===== src/verilog/bwsd_regs.svh =====
`ifndef BWSD_REGS_SVH
`define BWSD_REGS_SVH
`define BWSD_ADDR_W 20
`define BWSD_TOP_ADDR 20'hFFFFF
`define BWSD_SITES 4
`define BWSD_XSITE_BYTES 20'h02000
`define BWSD_SEL_NONE 12'h000
`define BWSD_RAM_SHIFT_RST 3'h0
`define BWSD_ZERO_ADDR 20'h00000
`define BWSD_SIZE_2K 20'h00800
`define BWSD_SIZE_8K 20'h02000
`define BWSD_SIZE_16K 20'h04000
`define BWSD_SIZE_32K 20'h08000
`define BWSD_SIZE_64K 20'h10000
`endif


===== src/verilog/bwsd_pkg.sv =====
package bwsd_pkg;
  // Part size in each program site; sets the bytes per site
  typedef enum logic [2:0] {
    BWSD_PART_2K = 3'b000,
    BWSD_PART_8K = 3'b001,
    BWSD_PART_16K = 3'b010,
    BWSD_PART_32K = 3'b011,
    BWSD_PART_64K = 3'b100
  } bwsd_part_t;

  typedef struct packed {
    logic valid;
    logic write;
    logic [19:0] addr;
  } bwsd_req_t;

  typedef struct packed {
    bwsd_part_t prog_part;
    logic [2:0] ram_part;
    logic ram_high;
    logic exp_fitted;
    logic protect;
  } bwsd_cfg_t;
endpackage


===== src/verilog/bwsd_decode.sv =====
// What this block does
// - Eight sites: four program, four data
// - Program group top-justified in 1 MB
// - Program parts 2K, 8K, 16K, 32K, 64K
// - Data group starts at zero by default
// - Data group relocatable just below program
// - Expansion adds four sites above data, only while the data group is at zero
// - Protect input blocks all data accesses
`timescale 1ns/1ps
`include "bwsd_regs.svh"
module bwsd_decode
  import bwsd_pkg::*;
(
  input wire logic clk,
  input wire logic reset,
  input wire bwsd_req_t req,
  input wire bwsd_cfg_t cfg,
  output logic [11:0] site_sel,
  output logic rd_strobe,
  output logic wr_strobe,
  output logic blocked,
  output logic unmapped
);
  // Bytes per site for each group
  logic [19:0] prog_size;
  logic [19:0] ram_size;

  // Each group spans four sites
  logic [19:0] prog_span;
  logic [19:0] ram_span;

  // Group bounds
  logic [19:0] prog_base;
  logic [19:0] ram_base;
  logic [19:0] ram_end;
  logic [19:0] exp_base;
  logic exp_live;

  // Configuration fields pulled out of the carrier
  logic [2:0] cfg_prog_part;
  logic [2:0] cfg_ram_part;
  logic cfg_ram_high;
  logic cfg_exp_fitted;
  logic cfg_protect;

  // Request fields pulled out of the carrier
  logic req_valid;
  logic req_write;
  logic [19:0] req_addr;

  // Decode results
  logic [11:0] site_hit;
  logic [3:0] prog_hit;
  logic [3:0] ram_hit;
  logic [3:0] exp_hit;
  logic in_prog;
  logic in_ram;
  logic in_exp;
  logic data_side;
  logic refuse;

  // Next register values
  logic [11:0] next_site_sel;
  logic next_rd_strobe;
  logic next_wr_strobe;
  logic next_blocked;
  logic next_unmapped;
  genvar gi;

  // Unused part codes fall back to the smallest part
  function automatic logic [19:0] bwsd_size(input logic [2:0] p);
    logic [19:0] s;
    s = `BWSD_SIZE_2K;
    case (p)
      3'b000: begin
        s = `BWSD_SIZE_2K;
      end
      3'b001: begin
        s = `BWSD_SIZE_8K;
      end
      3'b010: begin
        s = `BWSD_SIZE_16K;
      end
      3'b011: begin
        s = `BWSD_SIZE_32K;
      end
      3'b100: begin
        s = `BWSD_SIZE_64K;
      end
      default: begin
        s = `BWSD_SIZE_2K;
      end
    endcase
    return s;
  endfunction

  always_comb begin
    cfg_prog_part = cfg.prog_part;
    cfg_ram_part = cfg.ram_part;
    cfg_ram_high = cfg.ram_high;
    cfg_exp_fitted = cfg.exp_fitted;
    cfg_protect = cfg.protect;
  end

  always_comb begin
    req_valid = req.valid;
    req_write = req.write;
    req_addr = req.addr;
  end

  always_comb begin
    prog_size = bwsd_size(cfg_prog_part);
    ram_size = bwsd_size(cfg_ram_part);
    prog_span = 20'(prog_size << 2);
    ram_span = 20'(ram_size << 2);
    // Top-justified so the last byte of the space is the last program byte
    prog_base = 20'(`BWSD_TOP_ADDR - prog_span + 20'h00001);
    if (cfg_ram_high) begin
      // Flush under the program group so code can run on into it
      ram_base = 20'(prog_base - ram_span);
    end else begin
      ram_base = `BWSD_ZERO_ADDR;
    end
    ram_end = 20'(ram_base + ram_span);
    exp_base = ram_end;
    // Above a relocated data group there is no room left below program
    exp_live = cfg_exp_fitted && !cfg_ram_high;
  end

  // One range decoder per site; its group decides where the four start
  generate
    for (gi = 0; gi < 12; gi++) begin : g_site
      logic [19:0] base;
      logic [19:0] size;
      logic [19:0] off;
      logic live;
      if (gi < 4) begin : g_prog
        assign size = prog_size;
        assign base = 20'(prog_base + 20'(prog_size * (gi % 4)));
        assign live = 1'b1;
      end else if (gi < 8) begin : g_ram
        assign size = ram_size;
        assign base = 20'(ram_base + 20'(ram_size * (gi % 4)));
        assign live = 1'b1;
      end else begin : g_exp
        assign size = `BWSD_XSITE_BYTES;
        assign base = 20'(exp_base + 20'(`BWSD_XSITE_BYTES * (gi % 4)));
        assign live = exp_live;
      end
      // Below base the subtraction wraps past size, so one compare bounds both ends
      assign off = 20'(req_addr - base);
      assign site_hit[gi] = live && (off < size);
    end
  endgenerate

  always_comb begin
    prog_hit = site_hit[3:0];
    ram_hit = site_hit[7:4];
    exp_hit = site_hit[11:8];
    in_prog = |prog_hit;
    in_ram = |ram_hit;
    in_exp = |exp_hit;
    // Program wins any overlap, so the data side only counts below it
    data_side = !in_prog && (in_ram || in_exp);
    // Expansion parts hold data as well, so protect covers them too
    refuse = data_side && cfg_protect;
  end

  always_comb begin
    next_site_sel = `BWSD_SEL_NONE;
    if (req_valid) begin
      if (in_prog) begin
        next_site_sel[3:0] = prog_hit;
      end else if (refuse) begin
        // Battery-held contents must see no select while power falls
        next_site_sel = `BWSD_SEL_NONE;
      end else if (in_ram) begin
        next_site_sel[7:4] = ram_hit;
      end else if (in_exp) begin
        next_site_sel[11:8] = exp_hit;
      end
    end
  end

  always_comb begin
    next_rd_strobe = 1'b0;
    next_wr_strobe = 1'b0;
    next_blocked = 1'b0;
    next_unmapped = 1'b0;
    if (req_valid) begin
      if (refuse) begin
        next_blocked = 1'b1;
      end else if (!(in_prog || in_ram || in_exp)) begin
        next_unmapped = 1'b1;
      end else begin
        next_rd_strobe = !req_write;
        next_wr_strobe = req_write;
      end
    end
  end

  always_ff @(posedge clk or posedge reset) begin
    if (reset) begin
      site_sel <= `BWSD_SEL_NONE;
    end else begin
      site_sel <= next_site_sel;
    end
  end

  always_ff @(posedge clk or posedge reset) begin
    if (reset) begin
      rd_strobe <= 1'b0;
      wr_strobe <= 1'b0;
      blocked <= 1'b0;
      unmapped <= 1'b0;
    end else begin
      rd_strobe <= next_rd_strobe;
      wr_strobe <= next_wr_strobe;
      blocked <= next_blocked;
      unmapped <= next_unmapped;
    end
  end
endmodule


===== config.mk =====
export PLATFORM = sky130hd
export DESIGN_NAME = bwsd_decode
export DESIGN_NICKNAME = d
export VERILOG_FILES = /design/src/verilog/bwsd_pkg.sv /design/src/verilog/bwsd_decode.sv
export VERILOG_INCLUDE_DIRS = /design/src /design/src/verilog
export SDC_FILE = /design/constraint.sdc
export NUM_CORES = 1
export LEC_CHECK = 0
export BUFFER_PORTS_ARGS = -buffer_cell sky130_fd_sc_hd__buf_2
export CORE_MARGIN = 3
export CORE_UTILIZATION = 55
export CTS_BUF_LIST = sky130_fd_sc_hd__clkbuf_2
export DETAILED_ROUTE_END_ITERATION = 10
export PLACE_DENSITY = 0.82
export RECOVER_POWER = 25
export SKIP_CTS_REPAIR_TIMING = 1
export SLEW_MARGIN = 15
export SYNTH_ARGS = -nofsm -noshare
export SYNTH_HDL_FRONTEND = slang
export SYNTH_SLANG_ARGS = --single-unit
export TNS_END_PERCENT = 10

===== constraint.sdc =====
create_clock -name clk -period 0.8 [get_ports clk]
set_clock_uncertainty 0.05 [all_clocks]
set_input_delay 0.24 -clock clk [delete_from_list [all_inputs] [get_ports clk]]
set_output_delay 0.24 -clock clk [all_outputs]
set_load 0.01 [all_outputs]

# Yosys cells after proc, flatten, opt, wreduce, memory -nomap -nowiden
# Cells that the tools add are included.
dict set report word_totals {
  ff_bits 16
  input_bits 33
  out_inout_bits 16
  elab_cells 89
}
dict set report op_classes {
  n_addsub 25
  mul 2
  magnitude_cmp 12
  eq_ne 8
  muxes 21
  n_reduce_logical 16
}
# operator n
set op_table {}
lappend op_table {{20-bit subtractor} 13}
lappend op_table {{20-bit less-than comparator} 8}
lappend op_table {{20-bit adder} 7}
lappend op_table {{17-bit case mux with 4 select lines} 2}
lappend op_table {{20-bit by 14-bit less-than comparator with 1-bit output (second input constant)} 4}
lappend op_table {{20-bit by 15-bit adder with 20-bit output (second input constant)} 2}
lappend op_table {{20-bit by 2-bit multiplier with 20-bit output (second input constant)} 2}
lappend op_table {{20-bit by 1-bit adder with 20-bit output (second input constant)} 1}
lappend op_table {{20-bit by 14-bit adder with 20-bit output (second input constant)} 1}
lappend op_table {{20-bit 2-to-1 mux} 1}
lappend op_table {{20-bit subtractor (first input constant)} 1}
lappend op_table {{4-bit 2-to-1 mux} 4}
lappend op_table {{8-bit 2-to-1 mux} 2}
lappend op_table {{3-bit by 2-bit == test with 1-bit output (second input constant)} 4}
lappend op_table {{12-bit 2-to-1 mux} 1}
lappend op_table {{4-bit OR reduction} 3}
lappend op_table {{1-bit 2-to-1 mux} 11}
lappend op_table {{1-bit logical AND} 7}
lappend op_table {{3-bit by 1-bit == test with 1-bit output (second input constant)} 2}
lappend op_table {{3-bit == test (second input constant)} 2}
lappend op_table {{1-bit logical NOT} 3}
lappend op_table {{1-bit logical OR} 3}

# Depth between registers and ports, before layout
dict set report logic_depth {
  word_depth 18
  ltp_mapped 27
  ltp_nobuf 26
}

# Worst setup path before layout
# No wires, ideal clock.
dict set report synth_path {
  kind {input port to flip-flop}
  startpoint {input port cfg[8] (netlist name)}
  endpoint {register unmapped}
  setup_time_ns 0.120
  arrival_ns 5.391
  required_ns 0.630
  setup_slack_ns -4.761
  cell_stages 25
  n_path_buf 2
  path_cell_list {buf_6 -> xnor2_1 -> nand2_1 -> ha_1 -> inv_1 -> o221ai_1 -> xor2_1 -> nand2_1 -> inv_1 -> ha_1 -> nand2_1 -> o41a_1 -> xnor2_1 -> ha_1 -> inv_1 -> ha_1 -> clkbuf_1 -> nor2_1 -> a21oi_1 -> o21ai_0 -> a21oi_1 -> o211ai_1 -> a2111oi_4 -> nor3_1 -> and4_1}
}
dict set report synth_between {
  elab_chain_len 17
  elab_cells_between_ends 60
  classes_between {add/sub (25); mul (1); order compare (12); eq/ne (4); mux (5); reduce/logical (13)}
}
# item line_no
set synth_rtl {}
lappend synth_rtl {{start: declaration} bwsd_decode.sv:17} ;# input wire bwsd_cfg_t cfg,
lappend synth_rtl {{3-bit == test (tied with other cells)} bwsd_decode.sv:74} ;# case (p)
lappend synth_rtl {{17-bit case mux with 4 select lines *} bwsd_decode.sv:74}
lappend synth_rtl {{20-bit subtractor (no line)} --}
lappend synth_rtl {{20-bit by 1-bit adder with 20-bit output (no line)} --}
lappend synth_rtl {{20-bit subtractor} bwsd_decode.sv:120} ;# ram_base = 20'(prog_base - ram_span);
lappend synth_rtl {{20-bit 2-to-1 mux} bwsd_decode.sv:118} ;# if (cfg_ram_high) begin
lappend synth_rtl {{20-bit adder} bwsd_decode.sv:124} ;# ram_end = 20'(ram_base + ram_span);
lappend synth_rtl {{20-bit by 14-bit adder with 20-bit output or 20-bit by 15-bit adder with 20-bit output (tied branches)} bwsd_decode.sv:147} ;# assign base = 20'(exp_base + 20'(`BWSD_XSITE_BYTES * (gi % 4)));
lappend synth_rtl {{(+2 left out)} --}
lappend synth_rtl {{1-bit logical AND} bwsd_decode.sv:152} ;# assign site_hit[gi] = live && (off < size);
lappend synth_rtl {{4-bit OR reduction} bwsd_decode.sv:162} ;# in_exp = |exp_hit;
lappend synth_rtl {{1-bit logical OR} bwsd_decode.sv:164} ;# data_side = !in_prog && (in_ram || in_exp);
lappend synth_rtl {{1-bit logical AND} bwsd_decode.sv:164}
lappend synth_rtl {{1-bit logical AND} bwsd_decode.sv:166} ;# refuse = data_side && cfg_protect;
lappend synth_rtl {{1-bit 2-to-1 mux *} bwsd_decode.sv:191} ;# if (refuse) begin
lappend synth_rtl {{1-bit 2-to-1 mux *} bwsd_decode.sv:190} ;# if (req_valid) begin
lappend synth_rtl {{named net next_unmapped} bwsd_decode.sv:67} ;# logic next_unmapped;
lappend synth_rtl {{end signal: assignment} bwsd_decode.sv:220} ;# unmapped <= next_unmapped;
lappend synth_rtl {{end: declaration} bwsd_decode.sv:22} ;# output logic unmapped
# Mark *: on every way through the listed nets, which the timed path passes. The rest lies on a longest branch.

# Worst setup path in the final report
dict set report layout_path {
  startpoint {input port cfg[4] (netlist name)}
  endpoint {register rd_strobe}
}
dict set report layout_between {
  elab_chain_len 15
  elab_cells_between_ends 45
  classes_between {add/sub (16); mul (1); order compare (8); eq/ne (4); mux (5); reduce/logical (11)}
}
# item line_no
set layout_rtl {}
lappend layout_rtl {{3-bit == test (tied with other cells)} bwsd_decode.sv:74}
lappend layout_rtl {{17-bit case mux with 4 select lines *} bwsd_decode.sv:74}
lappend layout_rtl {{20-bit subtractor} bwsd_decode.sv:120}
lappend layout_rtl {{20-bit 2-to-1 mux} bwsd_decode.sv:118}
lappend layout_rtl {{20-bit adder} bwsd_decode.sv:124}
lappend layout_rtl {{20-bit by 14-bit adder with 20-bit output or 20-bit by 15-bit adder with 20-bit output (tied branches)} bwsd_decode.sv:147}
lappend layout_rtl {{20-bit subtractor} bwsd_decode.sv:151} ;# assign off = 20'(req_addr - base);
lappend layout_rtl {{20-bit by 14-bit less-than comparator with 1-bit output} bwsd_decode.sv:152}
lappend layout_rtl {{1-bit logical AND} bwsd_decode.sv:152}
lappend layout_rtl {{4-bit OR reduction} bwsd_decode.sv:162}
lappend layout_rtl {{1-bit logical OR} bwsd_decode.sv:164}
lappend layout_rtl {{1-bit logical AND} bwsd_decode.sv:164}
lappend layout_rtl {{1-bit logical AND} bwsd_decode.sv:166}
lappend layout_rtl {{1-bit 2-to-1 mux *} bwsd_decode.sv:191}
lappend layout_rtl {{1-bit 2-to-1 mux *} bwsd_decode.sv:190}
lappend layout_rtl {{named net next_rd_strobe} bwsd_decode.sv:64} ;# logic next_rd_strobe;
lappend layout_rtl {{end signal: assignment} bwsd_decode.sv:217} ;# rd_strobe <= next_rd_strobe;
lappend layout_rtl {{end: declaration} bwsd_decode.sv:19} ;# output logic rd_strobe,
# Marked as above.

==> impl_results.md <==
- Status: finished, violations left
- Violated checks: setup timing
- CTS tree: built
- Final hold vios: 0
- GR Overflow Total: 0
- Max Slew Vio Count: 0
- Top Ports: 49
- Syn Area/Cell: 7.99 sq um
- H-Tree Depth: 1
- Area after DPL: around 10000 sq um
- Row count: 41
- Period minus WS final: 4.76 ns
- DRC: 0
- Area Overhead vs Synth: 45.0%
- Worst Path Required: 0.96 ns
- Fin crit share: 5.95
- Worst-Margin Slew: 0.558 ns
- RSZ-0062 raised after global routing: true
- Max cap viols: 0
- Most frequent cells in the layout: buf_4, ha_1, inv_1
- CP arrival: approximately 4.9 ns
- CP max FO: 6
- Post-route cell area: just over 10000 sq um
- Final setup viols: 32
- Commonest non-fill, non-tap cell in the layout: buf_4
- Chip width: around 120 um
- F_max: about 210 MHz
- Clock root buffer: clkbuf_2
- TritonCTS Buffers: 3
- PD cells: 1900 nW/um^2
- CP endpoint kind: register
- Die Y: 120 um
- Via density: 6.28
- First-pass GRT wire length: 40.9 mm
- Post-Place Setup Slack: -4.22 ns
- Die footprint: between 10000 and 15000 sq um
- Via count: ~9000
- Post-synth cell types: 73
- Clock Path Buffers: 2
- Peak supply drop: 1.76 mV
- Setup TNS: -61.37 ns
- Post-synth EDFFs: 0
- Cells after Synth: 896
- Seq/Total Area, Yosys: 0.0559
- Pleak: 5.24 nW
- Final #Nets: 1472
- Util after Layout: 0.820
- Final worst slack: -3.96 ns
- Initial antenna violation count: 1
- Fraction of registers with async set/reset: 1.00
- Yosys warnings: 0
- Yosys reg bits: 16
- DPL Wire Length: 21.9 mm
- Core footprint: 12700 sq um
- Initial Util: 0.565
- First-pass DRT Iterations: 5
- GRT Total Usage: 0.347
- Vias in the first global route: around 8600
- Antenna Nets Post-Route: 0
- Routed WL per cell: 20.6 um
- Placer congestion estimate: between 1 and 1.5
- Worst rel slew slack: 0.628
- Iteration-0 DRC Markers: 1016
- Detailed Route WL: 29.3 mm
- CP startpoint kind: input pin
- Worst-path clk slew: roughly 0.14 ns
- Top_reg_cell synth: dfrtp_1
- Pin count of the biggest net entering global routing: 17
- Mapped Area: 7160 sq um
- Port Buffers: 47
- Crit Path Category: input pin to register
- Layout cells sized above 1: 0.348
- Clock Sinks: 16
- Hold Crit Class: input pin to register
==> layout make-up <==
class	instances	area, sq um
diodes	1	2.50
clock buffers	3	15.0
fillers	702	2280
multi-input cells	754	6660
well taps	172	215
flip-flops and latches	16	400
inverters	116	438
repair buffers	361	2660
==> cell families after synthesis <==
kind of cell	count (synthesis)	share of synthesized area
AO/OA/AOI/OAI	229	0.217
XOR/XNOR	86	0.108
AND/OR/NAND/NOR	241	0.182
flip-flops	16	0.0559
adder cells (fa/ha/maj)	187	0.355
multiplexers	8	0.0114
other	2	0.00105
buffers and inverters	127	0.0693
==> routing by layer <==
layer | vias up | routed length (um) | part of all wire | track usage
met5 | - | 0 | 0 | 0
met4 | 0 | 2460 | 0.084 | 0.173
met3 | 257 | 2910 | 0.099 | 0.0391
met2 | 657 | 13500 | 0.46 | 0.619
met1 | 4112 | 10400 | 0.36 | 0.411
li1 | 3909 | - | - | -
==> state kept, by name (all words and copies together), names as in the netlist <==
signal	flops
unmapped	1
wr_strobe	1
site_sel	12
blocked	1
rd_strobe	1
==> power breakdown <==
group	leakage, nW	total (mW)	internal, mW	switching, mW
logic	5.01	18.5	8.98	9.47
clock network	0.0125	0.354	0.102	0.253
registers	0.221	0.940	0.913	0.0270
total	5.24	19.7	9.99	9.75
==> synth_stat cells (8+ instances only) <==
library cell | n | area, sq um
a21o_1 | 22 | 165
a21oi_1 | 66 | 330
a31oi_1 | 11 | 68.8
and3_1 | 10 | 62.6
dfrtp_1 | 16 | 400
fa_1 | 27 | 541
ha_1 | 160 | 2000
inv_1 | 116 | 435
nand2_1 | 44 | 165
nand2b_1 | 19 | 119
nand3_1 | 13 | 65.1
nand3b_1 | 9 | 67.6
nor2_1 | 55 | 206
nor2b_1 | 10 | 62.6
nor3_1 | 24 | 120
o211ai_1 | 8 | 60.1
o21ai_0 | 41 | 205
o31ai_1 | 8 | 60.1
xnor2_1 | 63 | 552
xor2_1 | 21 | 184
==> metrics by stage <==
step / hold WS (ns) / total power, mW / std cells
floorplan: 0.104 / 10.9 / 897
global placement: 0.190 / 16.5 / 1407
detailed placement: 0.188 / 17.3 / 1407
CTS: -0.127 / 17.7 / 1410
global route: 0.222 / 21.1 / 1423
finish: 0.211 / 19.7 / 1423
==> worst max-delay path: stages <==
cell	delay, ns
buf_6	0.10
buf_6	0.10
or3b_4	0.42
ha_4	0.29
inv_2	0.03
o221ai_2	0.22
xor2_1	0.10
nand2_1	0.11
inv_2	0.07
ha_4	0.31
nand2_4	0.06
o41ai_2	0.34
a21oi_1	0.13
xnor2_1	0.23
ha_1	0.30
inv_2	0.12
ha_4	0.24
inv_4	0.07
o31ai_4	0.06
mux2i_1	0.18
nand2b_1	0.08
mux2i_1	0.23
o211ai_1	0.19
a2111oi_4	0.42
o31ai_1	0.15
o311ai_1	0.11
==> final timing paths <==
check	slack, ns	startpoint	depth (start not counted)	endpoint
worst max-delay path	-3.96	cfg[4]	26	rd_strobe
worst min-delay path	0.21	cfg[0]	3	site_sel[9]
max in group asynchronous	0.08	reset	4	site_sel[5]
min in group asynchronous	0.44	reset	4	wr_strobe
No activity file was read; power rests on OpenSTA's default activity.
